**src/design/ifpu_pkg.sv**
```systemverilog
// Overview of operation
// pin flag sets on low level (sense 0) or falling edge (sense 1)
// software clears a flag by reading it as 1, then writing 0
// level sense: exception handling with pin high clears the flag
// edge sense: exception handling for the pin always clears the flag; a falling edge in the same cycle keeps it set
// flags in bits 5..0; writing 1 has no effect; bits 7..6 read 0
// priority bit 0 selects low level 0, bit 1 selects high level 1
// register A: b7 pin0, b6 pin1, b5 pins2-3, b4 pins4-5, b3 watchdog, b0 timer2
// register B: b6 timer4, b5 dma, b3 serial0, b2 serial1, b1 adc
// priority and flag registers reset to all zeros
// level-1 requests win over level-0; lower source id wins among equals
package ifpu_pkg;
	localparam int NUM_PINS = 6;
	localparam int NUM_PERIPH = 7;
	localparam int NUM_SRC = 13;
	localparam int SRC_W = 4;
	localparam int ADDR_W = 12;
	localparam int DATA_W = 32;

	// register indices; byte address is four times the index
	localparam logic [7:0] IDX_SENSE = 8'hF4;
	localparam logic [7:0] IDX_ENABLE = 8'hF5;
	localparam logic [7:0] IDX_FLAGS = 8'hF6;
	localparam logic [7:0] IDX_PRIO_A = 8'hF8;
	localparam logic [7:0] IDX_PRIO_B = 8'hF9;
	localparam logic [ADDR_W-1:0] ADDR_SENSE = {2'b00, IDX_SENSE, 2'b00};
	localparam logic [ADDR_W-1:0] ADDR_ENABLE = {2'b00, IDX_ENABLE, 2'b00};
	localparam logic [ADDR_W-1:0] ADDR_FLAGS = {2'b00, IDX_FLAGS, 2'b00};
	localparam logic [ADDR_W-1:0] ADDR_PRIO_A = {2'b00, IDX_PRIO_A, 2'b00};
	localparam logic [ADDR_W-1:0] ADDR_PRIO_B = {2'b00, IDX_PRIO_B, 2'b00};

	localparam logic [7:0] RST_REG8 = 8'h00;
	localparam logic [5:0] RST_FLAGS = 6'h00;
	localparam logic [5:0] RST_PIN_PREV = 6'h3F;

	// priority bit positions
	localparam int PA_PIN0 = 7;
	localparam int PA_PIN1 = 6;
	localparam int PA_PIN23 = 5;
	localparam int PA_PIN45 = 4;
	localparam int PA_WDT = 3;
	localparam int PA_TMR2 = 0;
	localparam int PB_TMR4 = 6;
	localparam int PB_DMA = 5;
	localparam int PB_SCI0 = 3;
	localparam int PB_SCI1 = 2;
	localparam int PB_ADC = 1;

	// source ids: 0..5 pins, then on-chip sources
	localparam logic [SRC_W-1:0] SRC_WDT = 4'h6;
	localparam logic [SRC_W-1:0] SRC_TMR2 = 4'h7;
	localparam logic [SRC_W-1:0] SRC_TMR4 = 4'h8;
	localparam logic [SRC_W-1:0] SRC_DMA = 4'h9;
	localparam logic [SRC_W-1:0] SRC_SCI0 = 4'hA;
	localparam logic [SRC_W-1:0] SRC_SCI1 = 4'hB;
	localparam logic [SRC_W-1:0] SRC_ADC = 4'hC;
endpackage

```
**src/design/ifpu_top.sv**
```systemverilog
`timescale 1ns/1ps
`default_nettype none
module ifpu_top
	import ifpu_pkg::*;
(
	input  wire logic                       sys_clk,
	input  wire logic                       arst_n,
	input  wire logic                       psel,
	input  wire logic                       penable,
	input  wire logic                       pwrite,
	input  wire logic [ifpu_pkg::ADDR_W-1:0] paddr,
	input  wire logic [ifpu_pkg::DATA_W-1:0] pwdata,
	output logic                            pready,
	output logic      [ifpu_pkg::DATA_W-1:0] prdata,
	output logic                            pslverr,
	input  wire logic [ifpu_pkg::NUM_PINS-1:0] external_request_pin,
	input  wire logic [ifpu_pkg::NUM_PERIPH-1:0] periph_req,
	input  wire logic                       exc_ack,
	input  wire logic [ifpu_pkg::SRC_W-1:0]  exc_ack_source,
	output logic                            irq_pending,
	output logic      [ifpu_pkg::SRC_W-1:0]  irq_source,
	output logic                            irq_level
);
	import ifpu_pkg::*;

	// register state
	logic [7:0]          sense_q, sense_d;
	logic [7:0]          enable_q, enable_d;
	logic [7:0]          prio_a_q, prio_a_d;
	logic [7:0]          prio_b_q, prio_b_d;
	logic [NUM_PINS-1:0] armed_q, armed_d;

	// bus answer state
	logic                pready_q, pready_d;
	logic [DATA_W-1:0]   prdata_q, prdata_d;
	logic                pslverr_q, pslverr_d;

	// presented request
	logic                pend_q, pend_d;
	logic [SRC_W-1:0]    src_q, src_d;
	logic                lvl_q, lvl_d;

	logic [NUM_PINS-1:0] flags;
	logic [NUM_PINS-1:0] sw_clear;
	logic [NUM_PINS-1:0] pin_ack;
	logic [NUM_SRC-1:0]  src_req;
	logic [NUM_SRC-1:0]  src_level;
	logic                win_valid;
	logic [SRC_W-1:0]    win_id;
	logic                win_level;
	logic                access;
	logic                done;
	logic                mapped;
	logic                wr_done;
	logic                rd_done;

	// one wait state keeps every bus output straight from a flop
	assign access = psel & penable;
	assign done = access & pready_q;
	assign mapped = (paddr == ADDR_SENSE) | (paddr == ADDR_ENABLE) | (paddr == ADDR_FLAGS) |
	                (paddr == ADDR_PRIO_A) | (paddr == ADDR_PRIO_B);
	assign wr_done = done & pwrite & mapped;
	assign rd_done = done & ~pwrite & (paddr == ADDR_FLAGS);

	always_comb begin
		pready_d = access & ~pready_q;
		pslverr_d = access & ~pready_q & ~mapped;
		prdata_d = prdata_q;
		if (access & ~pready_q) begin
			prdata_d = '0;
			if (!pwrite) begin
				case (paddr)
					ADDR_SENSE:  prdata_d = {24'h000000, sense_q};
					ADDR_ENABLE: prdata_d = {24'h000000, enable_q};
					ADDR_FLAGS:  prdata_d = {26'h0000000, flags};
					ADDR_PRIO_A: prdata_d = {24'h000000, prio_a_q};
					ADDR_PRIO_B: prdata_d = {24'h000000, prio_b_q};
					default:     prdata_d = '0;
				endcase
			end
		end
	end

	always_ff @(posedge sys_clk or negedge arst_n) begin
		if (!arst_n) begin
			pready_q <= 1'b0;
			prdata_q <= '0;
			pslverr_q <= 1'b0;
		end else begin
			pready_q <= pready_d;
			prdata_q <= prdata_d;
			pslverr_q <= pslverr_d;
		end
	end

	// register writes; a flag bit clears only if it was read as 1 since the last flag write
	always_comb begin
		sense_d = sense_q;
		enable_d = enable_q;
		prio_a_d = prio_a_q;
		prio_b_d = prio_b_q;
		armed_d = armed_q;
		sw_clear = '0;
		if (rd_done) begin
			armed_d = armed_q | prdata_q[NUM_PINS-1:0];
		end
		if (wr_done) begin
			case (paddr)
				ADDR_SENSE:  sense_d = pwdata[7:0];
				ADDR_ENABLE: enable_d = pwdata[7:0];
				ADDR_PRIO_A: prio_a_d = pwdata[7:0];
				ADDR_PRIO_B: prio_b_d = pwdata[7:0];
				ADDR_FLAGS: begin
					sw_clear = armed_q & ~pwdata[NUM_PINS-1:0];
					armed_d = '0;
				end
				default: sense_d = sense_q;
			endcase
		end
	end

	always_ff @(posedge sys_clk or negedge arst_n) begin
		if (!arst_n) begin
			sense_q <= RST_REG8;
			enable_q <= RST_REG8;
			prio_a_q <= RST_REG8;
			prio_b_q <= RST_REG8;
			armed_q <= RST_FLAGS;
		end else begin
			sense_q <= sense_d;
			enable_q <= enable_d;
			prio_a_q <= prio_a_d;
			prio_b_q <= prio_b_d;
			armed_q <= armed_d;
		end
	end

	genvar p;
	generate
		for (p = 0; p < NUM_PINS; p++) begin : g_ack
			assign pin_ack[p] = exc_ack & (exc_ack_source == SRC_W'(p));
		end
	endgenerate

	ifpu_flag_bank u_flags (
		.sys_clk              (sys_clk),
		.arst_n               (arst_n),
		.external_request_pin (external_request_pin),
		.pin_sense_select     (sense_q[NUM_PINS-1:0]),
		.sw_clear             (sw_clear),
		.exc_ack              (pin_ack),
		.pin_request_flag     (flags)
	);

	// source requests and their priority levels
	assign src_req = {periph_req, flags & enable_q[NUM_PINS-1:0]};
	assign src_level = {prio_b_q[PB_ADC], prio_b_q[PB_SCI1], prio_b_q[PB_SCI0],
	                    prio_b_q[PB_DMA], prio_b_q[PB_TMR4],
	                    prio_a_q[PA_TMR2], prio_a_q[PA_WDT],
	                    prio_a_q[PA_PIN45], prio_a_q[PA_PIN45],
	                    prio_a_q[PA_PIN23], prio_a_q[PA_PIN23],
	                    prio_a_q[PA_PIN1], prio_a_q[PA_PIN0]};

	ifpu_prio_arbiter u_arb (
		.src_req   (src_req),
		.src_level (src_level),
		.win_valid (win_valid),
		.win_id    (win_id),
		.win_level (win_level)
	);

	always_comb begin
		pend_d = win_valid;
		src_d = win_id;
		lvl_d = win_level & win_valid;
	end

	always_ff @(posedge sys_clk or negedge arst_n) begin
		if (!arst_n) begin
			pend_q <= 1'b0;
			src_q <= '0;
			lvl_q <= 1'b0;
		end else begin
			pend_q <= pend_d;
			src_q <= src_d;
			lvl_q <= lvl_d;
		end
	end

	assign pready = pready_q;
	assign prdata = prdata_q;
	assign pslverr = pslverr_q;
	assign irq_pending = pend_q;
	assign irq_source = src_q;
	assign irq_level = lvl_q;

	a_write_one_nop: assert property (@(posedge sys_clk) disable iff (!arst_n)
		wr_done && paddr == ADDR_FLAGS && pwdata[2] && flags[2] && !pin_ack[2] |=> flags[2])
		else $error("writing 1 cleared a pin flag");
	a_clear_needs_read: assert property (@(posedge sys_clk) disable iff (!arst_n)
		wr_done && paddr == ADDR_FLAGS && !armed_q[2] && flags[2] && !pin_ack[2] |=> flags[2])
		else $error("flag cleared without a prior read of 1");
	a_flag_read_upper: assert property (@(posedge sys_clk) disable iff (!arst_n)
		$rose(pready) && !pwrite && $past(paddr) == ADDR_FLAGS |-> prdata[7:6] == 2'b00)
		else $error("unused flag bits read nonzero");
	a_high_beats_low: assert property (@(posedge sys_clk) disable iff (!arst_n)
		periph_req[0] && prio_a_q[PA_WDT] && (src_req[5:0] & src_level[5:0]) == 6'h00
		|=> irq_source == SRC_WDT && irq_level)
		else $error("high level watchdog request not presented first");
	a_prio_b_adc: assert property (@(posedge sys_clk) disable iff (!arst_n)
		src_req[12] && prio_b_q[PB_ADC] && (src_req[11:0] & src_level[11:0]) == 12'h000
		|=> irq_level && irq_source == SRC_ADC)
		else $error("converter level not taken from register b bit 1");
	a_pin23_share: assert property (@(posedge sys_clk) disable iff (!arst_n)
		src_level[2] == prio_a_q[PA_PIN23] && src_level[3] == prio_a_q[PA_PIN23] && src_level[0] == prio_a_q[PA_PIN0])
		else $error("pin priority mapping wrong");
	a_bus_wait_state: assert property (@(posedge sys_clk) disable iff (!arst_n)
		psel && !penable ##1 psel && penable |-> !pready ##1 pready)
		else $error("bus answer not after exactly one wait state");

	// bus answer: one registered pulse per access, read data held between accesses
	a_pready_one_cycle: assert property (@(posedge sys_clk) disable iff (!arst_n)
		pready |=> !pready)
		else $error("pready stood longer than one cycle");
	a_err_with_ready: assert property (@(posedge sys_clk) disable iff (!arst_n)
		pslverr |-> pready)
		else $error("pslverr without pready");
	a_ready_in_access: assert property (@(posedge sys_clk) disable iff (!arst_n)
		pready |-> psel && penable)
		else $error("pready outside an access phase");
	a_idle_no_ready: assert property (@(posedge sys_clk) disable iff (!arst_n)
		!psel |=> !pready)
		else $error("pready raised without a selected transfer");
	a_unmapped_err: assert property (@(posedge sys_clk) disable iff (!arst_n)
		access && !pready && !mapped |=> pslverr)
		else $error("unmapped access not answered with an error");
	a_mapped_no_err: assert property (@(posedge sys_clk) disable iff (!arst_n)
		access && !pready && mapped |=> !pslverr)
		else $error("mapped access answered with an error");
	a_prdata_holds: assert property (@(posedge sys_clk) disable iff (!arst_n)
		!(access && !pready) |=> $stable(prdata))
		else $error("read data changed outside an access");
	a_write_data_zero: assert property (@(posedge sys_clk) disable iff (!arst_n)
		access && !pready && pwrite |=> prdata == 32'h00000000)
		else $error("write access returned nonzero read data");
	a_read_upper_zero: assert property (@(posedge sys_clk) disable iff (!arst_n)
		pready |-> prdata[31:8] == 24'h000000)
		else $error("upper read data bits nonzero");

	// register writes land only at the completing edge
	a_sense_write: assert property (@(posedge sys_clk) disable iff (!arst_n)
		wr_done && paddr == ADDR_SENSE |=> sense_q == $past(pwdata[7:0]))
		else $error("sense select write lost");
	a_enable_write: assert property (@(posedge sys_clk) disable iff (!arst_n)
		wr_done && paddr == ADDR_ENABLE |=> enable_q == $past(pwdata[7:0]))
		else $error("pin enable write lost");
	a_prio_a_write: assert property (@(posedge sys_clk) disable iff (!arst_n)
		wr_done && paddr == ADDR_PRIO_A |=> prio_a_q == $past(pwdata[7:0]))
		else $error("priority register a write lost");
	a_prio_b_write: assert property (@(posedge sys_clk) disable iff (!arst_n)
		wr_done && paddr == ADDR_PRIO_B |=> prio_b_q == $past(pwdata[7:0]))
		else $error("priority register b write lost");
	a_prio_idle_stable: assert property (@(posedge sys_clk) disable iff (!arst_n)
		!wr_done |=> $stable(prio_a_q) && $stable(prio_b_q))
		else $error("priority changed without a write");
	a_mode_idle_stable: assert property (@(posedge sys_clk) disable iff (!arst_n)
		!wr_done |=> $stable(sense_q) && $stable(enable_q))
		else $error("sense or enable changed without a write");

	// any flag write disarms every bit, so a stale read cannot clear a later request
	a_read_arms: assert property (@(posedge sys_clk) disable iff (!arst_n)
		rd_done |=> armed_q == ($past(armed_q) | $past(prdata[NUM_PINS-1:0])))
		else $error("flag read did not arm the bits read as 1");
	a_write_disarms: assert property (@(posedge sys_clk) disable iff (!arst_n)
		wr_done && paddr == ADDR_FLAGS |=> armed_q == 6'h00)
		else $error("flag write left bits armed");
	a_clear_only_armed: assert property (@(posedge sys_clk) disable iff (!arst_n)
		(sw_clear & ~armed_q) == 6'h00)
		else $error("software clear of an unarmed flag");
	a_clear_only_zero: assert property (@(posedge sys_clk) disable iff (!arst_n)
		wr_done && paddr == ADDR_FLAGS |-> (sw_clear & pwdata[NUM_PINS-1:0]) == 6'h00)
		else $error("writing 1 requested a clear");
	a_armed_clear_works: assert property (@(posedge sys_clk) disable iff (!arst_n)
		wr_done && paddr == ADDR_FLAGS && armed_q[2] && !pwdata[2] &&
		(external_request_pin[2] || sense_q[2] && !$past(external_request_pin[2])) |=> !flags[2])
		else $error("armed flag not cleared by writing 0");
	a_periph_ack_ignored: assert property (@(posedge sys_clk) disable iff (!arst_n)
		exc_ack && exc_ack_source > 4'h5 |-> pin_ack == 6'h00)
		else $error("peripheral acknowledge reached a pin flag");

	// arbitration of the presented request
	a_idle_no_irq: assert property (@(posedge sys_clk) disable iff (!arst_n)
		src_req == 13'h0000 |=> !irq_pending && !irq_level)
		else $error("request presented with none pending");
	a_level_only_pending: assert property (@(posedge sys_clk) disable iff (!arst_n)
		irq_level |-> irq_pending)
		else $error("level 1 shown without a pending request");
	a_any_high_level: assert property (@(posedge sys_clk) disable iff (!arst_n)
		|(src_req & src_level) |=> irq_level)
		else $error("level 1 request not presented first");
	a_all_low_level: assert property (@(posedge sys_clk) disable iff (!arst_n)
		src_req != 13'h0000 && (src_req & src_level) == 13'h0000 |=> irq_pending && !irq_level)
		else $error("level 0 request shown with level 1");
	a_pin0_high_wins: assert property (@(posedge sys_clk) disable iff (!arst_n)
		src_req[0] && prio_a_q[PA_PIN0] |=> irq_level && irq_source == 4'h0)
		else $error("pin 0 at level 1 not presented");
	a_pin1_high_wins: assert property (@(posedge sys_clk) disable iff (!arst_n)
		src_req[1] && prio_a_q[PA_PIN1] && !(src_req[0] && src_level[0]) |=> irq_level && irq_source == 4'h1)
		else $error("pin 1 at level 1 not presented");
	a_winner_stable: assert property (@(posedge sys_clk) disable iff (!arst_n)
		$stable(src_req) && $stable(src_level) |=> $stable(irq_source))
		else $error("presented source changed with steady requests");
endmodule // ifpu_top
`default_nettype wire

```
**src/design/ifpu_flag_bank.sv**
```systemverilog
`timescale 1ns/1ps
`default_nettype none
module ifpu_flag_bank
	import ifpu_pkg::*;
(
	input  wire logic                sys_clk,
	input  wire logic                arst_n,
	input  wire logic [NUM_PINS-1:0] external_request_pin,
	input  wire logic [NUM_PINS-1:0] pin_sense_select,
	input  wire logic [NUM_PINS-1:0] sw_clear,
	input  wire logic [NUM_PINS-1:0] exc_ack,
	output logic      [NUM_PINS-1:0] pin_request_flag
);
	logic [NUM_PINS-1:0] flag_q, flag_d;
	logic [NUM_PINS-1:0] prev_q, prev_d;
	logic [NUM_PINS-1:0] set_ev;

	genvar n;
	generate
		for (n = 0; n < NUM_PINS; n++) begin : g_pin
			always_comb begin
				set_ev[n] = pin_sense_select[n] ? (prev_q[n] & ~external_request_pin[n])
				                                : ~external_request_pin[n];
				prev_d[n] = external_request_pin[n];
				flag_d[n] = flag_q[n];
				if (sw_clear[n]) begin
					flag_d[n] = 1'b0;
				end
				if (exc_ack[n] & (pin_sense_select[n] | external_request_pin[n])) begin
					flag_d[n] = 1'b0;
				end
				// a new request in the clearing cycle is kept
				if (set_ev[n]) begin
					flag_d[n] = 1'b1;
				end
			end
		end
	endgenerate

	always_ff @(posedge sys_clk or negedge arst_n) begin
		if (!arst_n) begin
			flag_q <= RST_FLAGS;
			prev_q <= RST_PIN_PREV;
		end else begin
			flag_q <= flag_d;
			prev_q <= prev_d;
		end
	end

	assign pin_request_flag = flag_q;

	a_edge_sets_flag: assert property (@(posedge sys_clk) disable iff (!arst_n)
		pin_sense_select[2] && $past(external_request_pin[2]) && !external_request_pin[2]
		|=> pin_request_flag[2])
		else $error("falling edge did not set pin flag 2");
	a_level_holds_flag: assert property (@(posedge sys_clk) disable iff (!arst_n)
		!pin_sense_select[0] && !external_request_pin[0] |=> pin_request_flag[0])
		else $error("low level did not set pin flag 0");
	a_edge_ack_clears: assert property (@(posedge sys_clk) disable iff (!arst_n)
		pin_sense_select[2] && exc_ack[2] && !(prev_q[2] && !external_request_pin[2])
		|=> !pin_request_flag[2])
		else $error("edge-mode acknowledge did not clear pin flag 2");
	a_level_ack_keeps: assert property (@(posedge sys_clk) disable iff (!arst_n)
		!pin_sense_select[3] && exc_ack[3] && !external_request_pin[3] |=> pin_request_flag[3])
		else $error("level-mode acknowledge cleared flag 3 while pin low");
endmodule // ifpu_flag_bank
`default_nettype wire

```
**src/design/ifpu_prio_arbiter.sv**
```systemverilog
`timescale 1ns/1ps
`default_nettype none
module ifpu_prio_arbiter
	import ifpu_pkg::*;
(
	input  wire logic [NUM_SRC-1:0] src_req,
	input  wire logic [NUM_SRC-1:0] src_level,
	output logic                    win_valid,
	output logic      [SRC_W-1:0]   win_id,
	output logic                    win_level
);
	logic hi_found;
	logic lo_found;
	logic [SRC_W-1:0] hi_id;
	logic [SRC_W-1:0] lo_id;

	// scan downward so the lowest id is the last one written
	always_comb begin
		hi_found = 1'b0;
		lo_found = 1'b0;
		hi_id = '0;
		lo_id = '0;
		for (int i = NUM_SRC - 1; i >= 0; i--) begin
			if (src_req[i] && src_level[i]) begin
				hi_found = 1'b1;
				hi_id = SRC_W'(i);
			end
			if (src_req[i] && !src_level[i]) begin
				lo_found = 1'b1;
				lo_id = SRC_W'(i);
			end
		end
		win_valid = hi_found | lo_found;
		win_level = hi_found;
		win_id = hi_found ? hi_id : lo_id;
	end
endmodule // ifpu_prio_arbiter
`default_nettype wire

```
**config.mk**
```make
export PLATFORM = sky130hd
export DESIGN_NAME = ifpu_top
export DESIGN_NICKNAME = d
export VERILOG_FILES = /design/src/design/ifpu_pkg.sv /design/src/design/ifpu_top.sv /design/src/design/ifpu_flag_bank.sv /design/src/design/ifpu_prio_arbiter.sv
export SDC_FILE = /design/constraint.sdc
export NUM_CORES = 1
export LEC_CHECK = 0
export BUFFER_PORTS_ARGS = -buffer_cell sky130_fd_sc_hd__buf_2
export CORE_MARGIN = 2
export CORE_UTILIZATION = 47
export CTS_CLUSTER_DIAMETER = 60
export CTS_CLUSTER_SIZE = 12
export DETAILED_ROUTE_END_ITERATION = 16
export PLACE_DENSITY = 0.77
export SLEW_MARGIN = 20
export SYNTH_ARGS = -nofsm -noshare
export SYNTH_HDL_FRONTEND = slang
export SYNTH_SLANG_ARGS = --single-unit
```
**constraint.sdc**
```tcl
create_clock -name sys_clk -period 2 [get_ports sys_clk]
set_input_delay 0.1 -clock sys_clk [delete_from_list [all_inputs] [get_ports sys_clk]]
set_output_delay 0.1 -clock sys_clk [all_outputs]
set_load 0.02 [all_outputs]
```
==> impl_metrics.sql, run 1 <==
INSERT INTO impl_metrics (metric_group, metric, value, unit) VALUES
('die', 'start_util', '49.2', '%'),
('drt', 'post_drt_via_cell_ratio', '5.65', ''),
('cts', 'cts.repair.resized', '0', ''),
('sta', 'setup_viol_count_final', '0', ''),
('pwr', 'powerDensity', '662', 'nW/um2'),
('sta', 'final_worst_setup_slack', '0.0713', 'ns'),
('critical_path', 'critical_path.startpoint_type', 'flip-flop', ''),
('synthesis', 'dominantRegCellSynth', 'dfrtp_1', ''),
('critical_path', 'cpMaxStageDelayCell', 'or4_1', ''),
('sta', 'hold_slack', '0.0519', 'ns'),
('pwr', 'worst_ir_drop_vdd', '0.444', 'mV'),
('cts', 'clock_sink_count', '66', ''),
('die', 'die_width', '91.6', 'um'),
('synthesis', 'muxShareOfSynthArea', '13.7', '%'),
('synthesis', 'synth_top_family_by_area', 'simple AND/OR/NAND/NOR gates', ''),
('cts', 'clock_path_buffers', '2', ''),
('synthesis', 'ys_ff_latch', '66', ''),
('cts', 'h_tree_levels', '3', ''),
('synthesis', 'number_of_distinct_library_cell_variants_in_the_gate_level_netlist_after_synthesis', '52', ''),
('synthesis', 'synth-adder-area-share', '0', '%'),
('cts', 'clock_tree.root_cell', 'clkbuf_8', ''),
('cts', 'cts.reportedPaths.clkPinSlew', '0.07', 'ns'),
('cells_and_area', 'final_util', '62.3', '%'),
('sta', 'clock-skew-final', '0.0101', 'ns'),
('cts', 'post-cts-setup-buffers', '0', ''),
('sta', 'final_max_slew_viol_count', '0', ''),
('drt', 'antenna_nets_post_route', '0', ''),
('cells_and_area', 'layout.cells.non_filler', '545', ''),
('critical_path', 'crit_chain', 'a22oi_1, o211ai_1, or3_1, or4_1, o21ai_0', ''),
('global_routing', 'grt_antenna_before_repair', '0', ''),
('synthesis', 'synth-compound-area-share', '15.4', '%'),
('cells_and_area', 'final.fill_count', '595', ''),
('critical_path', 'top_fanout_value_on_the_critical_path', '2', ''),
('pwr', 'p_leak', '2.21', 'nW'),
('global_routing', 'total_track_usage', '23.5', '%'),
('critical_path', 'crit_path_end_kind', 'flip-flop', ''),
('min_path', 'type_of_the_tightest_min_delay_check', 'input pin to flip-flop', ''),
('placed_design', 'place.gp.congestion', '0.891', ''),
('placed_design', 'placedCellCount', '522', ''),
('sta', 'hold_violations', '0', ''),
('synthesis', 'synth_enable_flop_cells', '0', ''),
('cells_and_area', 'nets', '508', ''),
('synthesis', 'synth_simple_gate_area_share', '17.6', '%'),
('cts', 'ctsHoldBuffers', '7', ''),
('synthesis', 'synthArstFlopShare', '100', '%'),
('synthesis', 'ys.warnings.count', '0', ''),
('sta', 'rsz_0062_raised_after_global_routing', 'false', ''),
('critical_path', 'timing.critical_path.buf_inv', '0', ''),
('outcome', 'run_status', 'finished clean', ''),
('global_routing', 'via_count_of_the_first_global_routing_pass', '3121', ''),
('sta', 'final_critical_delay_including_setup_and_external_delays', '1.93', 'ns'),
('cts', 'cts-buffers-inserted', '9', ''),
('critical_path', 'arrival', '2.18', 'ns'),
('cells_and_area', 'area_growth', '26.5', '%'),
('cts', 'insertion_delay', '0.34', 'ns'),
('placed_design', 'dp.final_hpwl', '7190', 'um'),
('critical_path', 'criticalPathCategory', 'flip-flop to flip-flop', ''),
('synthesis', 'synth_cells', '328', ''),
('cells_and_area', 'antennaDiodeCount', '0', ''),
('drt', 'drc_errors', '0', ''),
('drt', 'routed-via-count', '3080', ''),
('drt', 'routedWlPerCell', '17.3', 'um'),
('critical_path', 'worst_path_dominant_cell_family', 'simple AND/OR/NAND/NOR gates', ''),
('job', 'cap_violations', '0', ''),
('sta', 'tns', '0', 'ns'),
('drt', 'initialDrtViolationCount', '183', ''),
('global_routing', 'maximum_number_of_pins_on_one_net_before_global_route_repair', '33', ''),
('placed_design', 'dpl_worst_slack', '0.0114', 'ns'),
('synthesis', 'post_synthesis_sequential_area_ratio', '46.0', '%'),
('placed_design', 'portBuffers', '58', ''),
('critical_path', 'worst-endpoint-required', '2.26', 'ns');
[final timing paths]
| path | startpoint | to | slack, ns | cells past startpoint |
|---|---|---|---|---|
| max | u_flags.pin_request_flag[3]$_DFFE_PN0P_ | irq_source[2]$_DFF_PN0_ | 0.07 | 5 |
| min | pwdata[7] | sense_q[7]$_DFFE_PN0P_ | 0.05 | 2 |
| max reg2reg | u_flags.pin_request_flag[3]$_DFFE_PN0P_ | irq_source[2]$_DFF_PN0_ | 0.07 | 5 |
| min reg2reg | armed_q[1]$_DFF_PN0_ | armed_q[1]$_DFF_PN0_ | 0.50 | 2 |
| max in group asynchronous | arst_n | prio_a_q[7]$_DFFE_PN0P_ | 1.18 | 3 |
| min in group asynchronous | arst_n | sense_q[0]$_DFFE_PN0P_ | 0.22 | 2 |
[logic make-up after synthesis]
family / after synthesis
flops: 66
simple gates: 103
compound gates: 80
mux: 39
other cells: 1
buf+inv: 39
[layout make-up]
cell class / instances / area, um2 / area share, %
Multi-Input combinational cell: 246 / 1780 / 38.9
Clock buffer: 12 / 155 / 3.40
Tap cell: 99 / 124 / 2.71
Timing Repair Buffer: 110 / 723 / 15.8
Sequential cell: 66 / 1660 / 36.3
Inverter: 8 / 30.0 / 0.658
Clock inverter: 4 / 97.6 / 2.14
[metal layers]
| layer | up-vias | global-route usage, % | part of all wire (%) |
|---|---|---|---|
| met1 | 1515 | 28.8 | 42 |
| met2 | 138 | 40.1 | 49 |
| met4 | 0 | 8.84 | 2.6 |
| li1 | 1398 | - | - |
| met3 | 29 | 5.31 | 6.1 |
| met5 | - | 0 | 0 |
[registers in the layout, summed over array words and instances (netlist names)]
| register | count |
|---|---|
| irq_pending | 1 |
| u_flags.pin_request_flag | 6 |
| u_flags.prev_q | 6 |
| prdata | 8 |
| pslverr | 1 |
| pready | 1 |
| prio_a_q | 8 |
| armed_q | 6 |
| sense_q | 8 |
| prio_b_q | 8 |
| irq_level | 1 |
| enable_q | 8 |
| irq_source | 4 |
[Yosys cell counts, types with 3 or more instances]
master / number / share of area [%]
clkbuf_1: 3 / 0.31
nand4_1: 3 / 0.52
o21ai_0: 12 / 1.7
a31oi_1: 3 / 0.52
nor2_1: 17 / 1.8
buf_4: 24 / 5.0
mux2_4: 16 / 6.7
nand2b_1: 9 / 1.6
o22ai_1: 9 / 1.6
a21oi_1: 9 / 1.2
a22oi_1: 19 / 4.0
buf_6: 3 / 0.94
dfstp_2: 6 / 4.4
o31ai_1: 4 / 0.83
mux2_2: 20 / 6.2
nor3b_1: 7 / 1.5
nand2_1: 25 / 2.6
nand3_1: 9 / 1.2
nor2b_1: 11 / 1.9
a22o_1: 9 / 2.2
dfrtp_1: 60 / 42
mux2i_1: 3 / 0.83
inv_1: 8 / 0.83
o211ai_1: 4 / 0.83
[power breakdown]
part	total (mW)	leakage, nW	internal (mW)	switching (mW)
clock	1.41	0.123	0.897	0.518
combinational	0.250	1.23	0.0857	0.165
sequential	1.36	0.854	1.35	0.00515
[worst register-to-register path, delay by kind of cell (launching register included)]
kind | cells | cell delay [ns]
compound gates | 3 | 0.55
flops | 1 | 0.38
simple gates | 2 | 0.91
[cell usage in the layout, fill, tap and decap left out, drive strengths merged, types with 11 or more instances in the layout]
cell type  Yosys  final
a22oi         19     19
buf           28    103
clkbuf         3     12
conb           1     24
dfrtp         60     60
mux2          36     36
nand2         25     25
nor2          18     18
nor2b         11     11
o21ai         13     13
[stage by stage]
| stage | area (um2) | power (mW) |
|---|---|---|
| finish | 4560 | 3.02 |
| CTS | 4560 | 3.04 |
| detailed placement | 4240 | 1.62 |
| floorplan | 3690 | 1.53 |
| global placement | 4240 | 1.62 |
| global route | 4560 | 3.11 |
Power figures use the tool's default switching activity.
==> inputs of run 2 (changes only) <==
ABC_AREA = 1   (was not set)
==> run 2 against run 1 <==
Net effect: area after synthesis decreased by 1.2%; non-clock buffer count decreased by 42; synthesized cell count increased by 45%; final area decreased by 9.6%; highest routed layer unchanged; combinational power decreased by 8.0%; hold slack got worse by 0.048 ns; maximum frequency increased by 19%; critical path type unchanged; die area decreased by 1.2%; clock-buffer cell count decreased by 3; power decreased by 15%; flip-flop and latch count unchanged.
==> impl_metrics.sql, run 2 <==
INSERT INTO impl_metrics (metric_group, metric, value, unit) VALUES
('outcome', 'run_status', 'finished clean', ''),
('placed_design', 'portBuffers', '58', ''),
('sta', 'tns', '0', 'ns'),
('synthesis', 'synth_enable_flop_cells', '0', ''),
('cts', 'cts-buffers-inserted', '9', ''),
('sta', 'hold_violations', '0', ''),
('critical_path', 'crit_chain', 'nand3_1, nand2_1, nor2_1, nand3_1, nor2_1, nand3_1, nor2_1, nand2_1, o21ai_0', ''),
('cells_and_area', 'sequential_cell_area', '1660', 'um2'),
('cells_and_area', 'layout_common_cells', 'nand2_1, dfrtp_1, nor2_1, buf_2, inv_1', ''),
('cts', 'cts.repair.resized', '0', ''),
('drt', 'initialDrtViolationCount', '261', ''),
('drt', 'detailed_route_wirelength_on_metal2', '4040', 'um'),
('synthesis', 'synth_area_per_cell', '7.49', 'um2'),
('global_routing', 'total_track_usage', '21.1', '%'),
('sta', 'layout_worst_path_cycle_share', '81.2', '%'),
('sta', 'setup_viol_count_final', '0', ''),
('pwr', 'powerDensity', '622', 'nW/um2'),
('die', 'floorplan.core_area', '7290', 'um2'),
('die', 'ioPinCount', '107', ''),
('synthesis', 'synth_area', '3560', 'um2'),
('pwr', 'worst_ir_drop_vdd', '0.415', 'mV'),
('synthesis', 'synthArstFlopShare', '100', '%'),
('pwr', 'p_total', '2.57', 'mW'),
('critical_path', 'worst-endpoint-required', '2.27', 'ns'),
('synthesis', 'ys_ff_latch', '66', ''),
('sta', 'highest_attainable_clock_frequency', '616', 'MHz'),
('cells_and_area', 'area_growth', '15.7', '%'),
('pwr', 'power.clock.fraction', '38.1', '%'),
('min_path', 'min_path_cells', '3', ''),
('placed_design', 'place.gp.congestion', '0.936', ''),
('drt', 'postRouteWirelength', '8440', 'um'),
('cells_and_area', 'multi_input_area', '1560', 'um2'),
('die', 'dieArea', '8290', 'um2'),
('global_routing', 'via_count_of_the_first_global_routing_pass', '3016', ''),
('drt', 'post_drt_via_cell_ratio', '4.92', ''),
('sta', 'tightestPinTransition', '0.594', 'ns'),
('critical_path', 'cpMaxStageDelayCell', 'dfrtp_1', ''),
('sta', 'final_max_slew_viol_count', '0', ''),
('cts', 'cts_tree', 'built', ''),
('global_routing', 'grt.overflow.total', '0', ''),
('cells_and_area', 'most_common_cell_after_layout_fill_and_taps_aside', 'nand2_1', ''),
('cts', 'insertion_delay', '0.35', 'ns'),
('drt', 'antenna_nets_post_route', '0', ''),
('pwr', 'power.net_switching', '0.698', 'mW'),
('drt', 'routedWlPerCell', '12.9', 'um'),
('cts', 'cts.reportedPaths.clkPinSlew', '0.08', 'ns'),
('drt', 'dr.pass1.iters', '7', ''),
('critical_path', 'critical_path.startpoint_type', 'flip-flop', ''),
('synthesis', 'synth_cells', '476', ''),
('cells_and_area', 'final.fill_count', '724', ''),
('critical_path', 'rr_worst_depth', '9', ''),
('die', 'start_util', '48.9', '%'),
('placed_design', 'dp.final_hpwl', '6540', 'um'),
('cts', 'clock_path_buffers', '2', ''),
('critical_path', 'critical-path-max-stage-delay', '0.43', 'ns'),
('synthesis', 'post_synthesis_sequential_area_ratio', '46.6', '%'),
('sta', 'final_critical_delay_including_setup_and_external_delays', '1.62', 'ns'),
('die', 'die_h', '91.1', 'um'),
('cts', 'clock_tree.root_cell', 'clkbuf_8', ''),
('synthesis', 'netlist.area_leader.share', '42.1', '%'),
('synthesis', 'synth_area_leaders', 'dfrtp_1, nand2_1, nor2_1, inv_1, buf_4', ''),
('pwr', 'p_seq_share', '52.9', '%'),
('drt', 'met3RoutedLength', '521', 'um'),
('die', 'die_width', '91.1', 'um'),
('min_path', 'type_of_the_tightest_min_delay_check', 'input pin to flip-flop', ''),
('global_routing', 'grt_antenna_before_repair', '0', ''),
('critical_path', 'arrival', '1.89', 'ns'),
('synthesis', 'synthDominantAreaCellType', 'dfrtp_1', ''),
('cts', 'post-cts-setup-buffers', '0', ''),
('cells_and_area', 'drive_above_1_share', '18.2', '%'),
('synthesis', 'synth.top_cells.by_count', 'nand2_1, dfrtp_1, nor2_1, inv_1', ''),
('global_routing', 'maximum_number_of_pins_on_one_net_before_global_route_repair', '45', ''),
('synthesis', 'yosys.cell_count.top_type', 'nand2_1', ''),
('sta', 'max-slew-margin-rel', '60.2', '%'),
('die', 'row_count', '31', ''),
('synthesis', 'dominantRegCellSynth', 'dfrtp_1', ''),
('sta', 'rsz_0062_raised_after_global_routing', 'false', ''),
('synthesis', 'ys.warnings.count', '0', ''),
('drt', 'top_signal_layer_used', 'met4', ''),
('pwr', 'p_leak', '2.25', 'nW'),
('pwr', 'power_report.internal_total', '1.87', 'mW'),
('drt', 'routed-via-count', '3216', ''),
('pwr', 'switching_share', '27.2', '%'),
('critical_path', 'crit_path_end_kind', 'flip-flop', ''),
('cts', 'h_tree_levels', '3', ''),
('cells_and_area', 'antennaDiodeCount', '0', ''),
('global_routing', 'wire_length_of_the_first_global_routing_pass', '13800', 'um'),
('drt', 'drc_errors', '0', ''),
('job', 'cap_violations', '0', ''),
('cells_and_area', 'nets', '617', ''),
('critical_path', 'top_fanout_value_on_the_critical_path', '4', ''),
('sta', 'clock-skew-final', '0.0117', 'ns'),
('synthesis', 'number_of_distinct_library_cell_variants_in_the_gate_level_netlist_after_synthesis', '30', ''),
('sta', 'hold_slack', '0.00403', 'ns'),
('critical_path', 'criticalPathCategory', 'flip-flop to flip-flop', ''),
('pwr', 'pwr-share-comb', '8.9', '%'),
('cts', 'clock_sink_count', '66', ''),
('drt', 'met1_length', '3790', 'um');
[run 2: cell families after synthesis]
| kind of cell | Yosys count | synth area share (%) |
|---|---|---|
| buf+inv | 85 | 12.0 |
| compound gates | 73 | 10.8 |
| flops | 66 | 46.6 |
| simple gates | 251 | 30.5 |
| other cells | 1 | 0.105 |
[run 2: metal layers]
layer	up-vias	global-route usage [%]
met5	-	0
met4	0	5.56
met3	11	5.89
met2	118	34.5
met1	1464	27.6
li1	1623	-
[run 2: power groups by stage]
| stage | logic (mW) | registers, mW | clock network, mW |
|---|---|---|---|
| 6_report | 0.230 | 1.36 | 0.979 |
| 3_3_place_gp | 0.215 | 1.38 | 0 |
| 4_1_cts | 0.230 | 1.36 | 0.992 |
| 5_1_grt | 0.255 | 1.36 | 1.05 |
| 2_1_floorplan | 0.137 | 1.39 | 0 |
| 3_5_place_dp | 0.219 | 1.38 | 0 |
[run 2: final cells by class]
class,instances,area share [%]
sequential,66,40.2
timing repair buffer,68,9.59
clock inverter,7,1.09
inverter,57,5.19
clock buffer,9,3.00
multi-input combinational,348,37.9
tap,99,3.00
[run 2: worst max-delay path, delay by kind of cell, from the launching register on]
| family | cells | cell delay, ns |
|---|---|---|
| compound gates | 1 | 0.07 |
| simple gates | 8 | 1.04 |
| flops | 1 | 0.43 |
[run 2: through the flow]
step,utilization (%),worst slack [ns],area [um2],cells
2_1_floorplan,-,0.474,3650,499
3_3_place_gp,53.3,0.409,3880,631
3_5_place_dp,53.3,0.378,3880,631
4_1_cts,56.6,0.378,4120,654
5_1_grt,56.6,0.120,4120,654
6_report,56.6,0.375,4120,654
[run 2: final timing paths]
path / start / endpoint / slack (ns)
worst max register to register: prio_a_q[6]$_DFFE_PN0P_ / irq_source[3]$_DFF_PN0_ / 0.38
worst min-delay path: penable / pready$_DFF_PN0_ / 0.004
max in group asynchronous: arst_n / u_flags.prev_q[0]$_DFF_PN1_ / 1.05
worst max-delay path: prio_a_q[6]$_DFFE_PN0P_ / irq_source[3]$_DFF_PN0_ / 0.38
worst min register to register: prdata[7]$_DFFE_PN0P_ / prdata[7]$_DFFE_PN0P_ / 0.47
min in group asynchronous: arst_n / prdata[1]$_DFFE_PN0P_ / 0.26
[run 2: what timing repair did]
item,in CTS,in global routing
endpoints found under the setup margin,0,0
endpoints found under the hold margin,31,0
hold buffers,7,0
==> inputs of run 3 (changes only) <==
ABC_AREA = 0   (was 1)
CORE_UTILIZATION = 52   (was 47)
PLACE_DENSITY = 0.8   (was 0.77)
clock period = 1.6 ns   (was 2 ns; I/O delays follow)
==> run 3 against run 2 <==
Net effect: the run now ends with setup timing left; final area is 21% higher; hold slack better by 0.013 ns; critical path depth down 2; clock skew down 0.0018 ns.
==> impl_metrics.sql, run 3 (synthesized netlist as in run 1, its figures left out) <==
INSERT INTO impl_metrics (metric_group, metric, value, unit) VALUES
('outcome', 'run_status', 'finished with violations', ''),
('outcome', 'failing_checks', 'setup timing', ''),
('cts', 'clock_tree.root_cell', 'clkbuf_8', ''),
('global_routing', 'via_count_of_the_first_global_routing_pass', '3228', ''),
('pwr', 'power.net_switching', '0.950', 'mW'),
('global_routing', 'grt_antenna_before_repair', '0', ''),
('cells_and_area', 'area_growth', '38.9', '%'),
('pwr', 'pwr-share-comb', '9.9', '%'),
('sta', 'rsz_0062_raised_after_global_routing', 'true', ''),
('cts', 'insertion_delay', '0.35', 'ns'),
('critical_path', 'top_fanout_value_on_the_critical_path', '2', ''),
('critical_path', 'arrival', '2.08', 'ns'),
('drt', 'routedWlPerCell', '18.6', 'um'),
('cts', 'clock_path_buffers', '2', ''),
('drt', 'met1_length', '4100', 'um'),
('placed_design', 'place.gp.congestion', '0.905', ''),
('drt', 'dr.pass1.iters', '6', ''),
('global_routing', 'maximum_number_of_pins_on_one_net_before_global_route_repair', '67', ''),
('drt', 'detailed_route_wirelength_on_metal2', '5210', 'um'),
('global_routing', 'wire_length_of_the_first_global_routing_pass', '15900', 'um'),
('critical_path', 'rr_worst_depth', '7', ''),
('sta', 'tightestPinTransition', '0.548', 'ns'),
('sta', 'clock-skew-final', '0.00985', 'ns'),
('drt', 'postRouteWirelength', '10400', 'um'),
('cells_and_area', 'final.fill_count', '431', ''),
('critical_path', 'criticalPathCategory', 'flip-flop to flip-flop', ''),
('placed_design', 'placedCellCount', '530', ''),
('drt', 'post_drt_via_cell_ratio', '6.01', ''),
('cells_and_area', 'layout_common_cells', 'buf_4, dfrtp_1, buf_2', ''),
('drt', 'initialDrtViolationCount', '379', ''),
('pwr', 'worst_ir_drop_vdd', '0.580', 'mV'),
('placed_design', 'dp.final_hpwl', '7160', 'um'),
('drt', 'routed-via-count', '3365', ''),
('sta', 'final_critical_delay_including_setup_and_external_delays', '1.80', 'ns'),
('cts', 'clock_sink_count', '66', ''),
('die', 'ioPinCount', '107', ''),
('die', 'row_count', '30', ''),
('cts', 'h_tree_levels', '3', ''),
('min_path', 'min_path_cells', '3', ''),
('job', 'cap_violations', '0', ''),
('cts', 'cts.reportedPaths.clkPinSlew', '0.08', 'ns'),
('global_routing', 'grt.overflow.total', '0', ''),
('drt', 'top_signal_layer_used', 'met4', ''),
('pwr', 'power_report.internal_total', '2.72', 'mW'),
('drt', 'drc_errors', '0', ''),
('critical_path', 'crit_path_end_kind', 'flip-flop', ''),
('sta', 'final_worst_setup_slack', '-0.198', 'ns'),
('die', 'die_width', '87.3', 'um'),
('placed_design', 'portBuffers', '58', ''),
('critical_path', 'worst-endpoint-required', '1.88', 'ns'),
('die', 'dieArea', '7620', 'um2'),
('cells_and_area', 'nets', '542', ''),
('cells_and_area', 'drive_above_1_share', '49.2', '%'),
('pwr', 'powerDensity', '732', 'nW/um2'),
('cells_and_area', 'multi_input_area', '1970', 'um2'),
('placed_design', 'dpl_worst_slack', '-0.315', 'ns'),
('pwr', 'switching_share', '25.9', '%'),
('sta', 'final_max_slew_viol_count', '0', ''),
('drt', 'antenna_nets_post_route', '0', ''),
('sta', 'highest_attainable_clock_frequency', '556', 'MHz'),
('min_path', 'worst_hold_path.endpoint', 'irq_pending$_DFF_PN0_', ''),
('sta', 'tns', '-1.15', 'ns'),
('die', 'die_h', '87.3', 'um'),
('critical_path', 'critical_path.startpoint_type', 'flip-flop', ''),
('critical_path', 'reg2reg_slack', '-0.20', 'ns'),
('pwr', 'p_seq_share', '46.3', '%'),
('global_routing', 'total_track_usage', '27.2', '%'),
('sta', 'setup_viol_count_final', '22', ''),
('pwr', 'p_leak', '2.40', 'nW'),
('sta', 'layout_worst_path_cycle_share', '112', '%'),
('die', 'start_util', '53.4', '%'),
('cells_and_area', 'most_common_cell_after_layout_fill_and_taps_aside', 'buf_4', ''),
('cts', 'cts-buffers-inserted', '9', ''),
('cells_and_area', 'final_util', '74.1', '%'),
('cells_and_area', 'sequential_cell_area', '1660', 'um2'),
('pwr', 'power.clock.fraction', '43.8', '%'),
('critical_path', 'r2r_start', 'prio_b_q[5]$_DFFE_PN0P_', ''),
('drt', 'met3RoutedLength', '786', 'um'),
('sta', 'hold_violations', '0', ''),
('min_path', 'holdCritStartpoint', 'periph_req[6]', ''),
('cells_and_area', 'layout.cells.non_filler', '560', ''),
('min_path', 'type_of_the_tightest_min_delay_check', 'input pin to flip-flop', ''),
('sta', 'max-slew-margin-rel', '63.1', '%'),
('cts', 'cts_tree', 'built', ''),
('die', 'floorplan.core_area', '6760', 'um2'),
('critical_path', 'r2r_end', 'irq_source[2]$_DFF_PN0_', ''),
('cells_and_area', 'antennaDiodeCount', '0', '');
## run 3: per-stage QoR
step	area, um2	total power [mW]	hold WS (ns)
after floorplan	3760	1.91	-0.216
after global placement	4490	2.05	0.119
after detailed placement	4490	2.06	0.124
after CTS	4850	3.66	0.0134
after global routing	5010	3.77	0.0325
final	5010	3.67	0.0166
## run 3: layer usage
layer | GRT usage (%) | vias up
met5 | 0 | -
met4 | 10.5 | 0
met3 | 4.55 | 36
met2 | 45.6 | 216
met1 | 35.2 | 1641
li1 | - | 1472
## run 3: layout make-up
class                      instances  share of cell area, %
clock buffer                       9                   2.47
clock inverter                     7                   2.05
inverter                           8                  0.599
multi-input combinational        246                   39.4
sequential                        66                   33.1
tap                               80                   2.00
timing repair buffer             144                   20.4
## run 3: what timing repair did
item	4_1_cts	5_1_grt
endpoints found under the setup margin	12	36
endpoints found under the hold margin	72	0
gates resized for setup	12	28
buffers inserted	2	5
hold buffers	7	0
pin swaps	5	13
## run 3: worst max path at each step
stage | depth (start not counted) | end | startpoint | slack (ns)
6_report | 7 | irq_source[2]$_DFF_PN0_ | prio_b_q[5]$_DFFE_PN0P_ | -0.20
5_1_grt | 7 | irq_source[2]$_DFF_PN0_ | prio_b_q[5]$_DFFE_PN0P_ | -0.28
4_1_cts | 6 | irq_source[2]$_DFF_PN0_ | prio_b_q[5]$_DFFE_PN0P_ | -0.22
3_5_place_dp | 8 | armed_q[0]$_DFF_PN0_ | paddr[11] | -0.32
3_3_place_gp | 7 | enable_q[4]$_DFFE_PN0P_ | paddr[11] | -0.25
2_1_floorplan | 6 | sense_q[0]$_DFFE_PN0P_ | paddr[11] | -0.30
## run 3: power groups by stage
stage                     sequential (mW)  clock, mW  combinational, mW
after floorplan                      1.74          0              0.169
after global placement               1.73          0              0.317
after detailed placement             1.73          0              0.326
after CTS                            1.70       1.62              0.345
after global routing                 1.70       1.68              0.390
final                                1.70       1.61              0.361
## run 3: critical path, stage by stage (launching register included)
cell and delay [ns]:
dfrtp_1 0.38, buf_4 0.14, nor2b_4 0.04, a2111oi_4 0.31, buf_4 0.17, a31oi_1 0.08, or4_1 0.52, o21ai_1 0.09
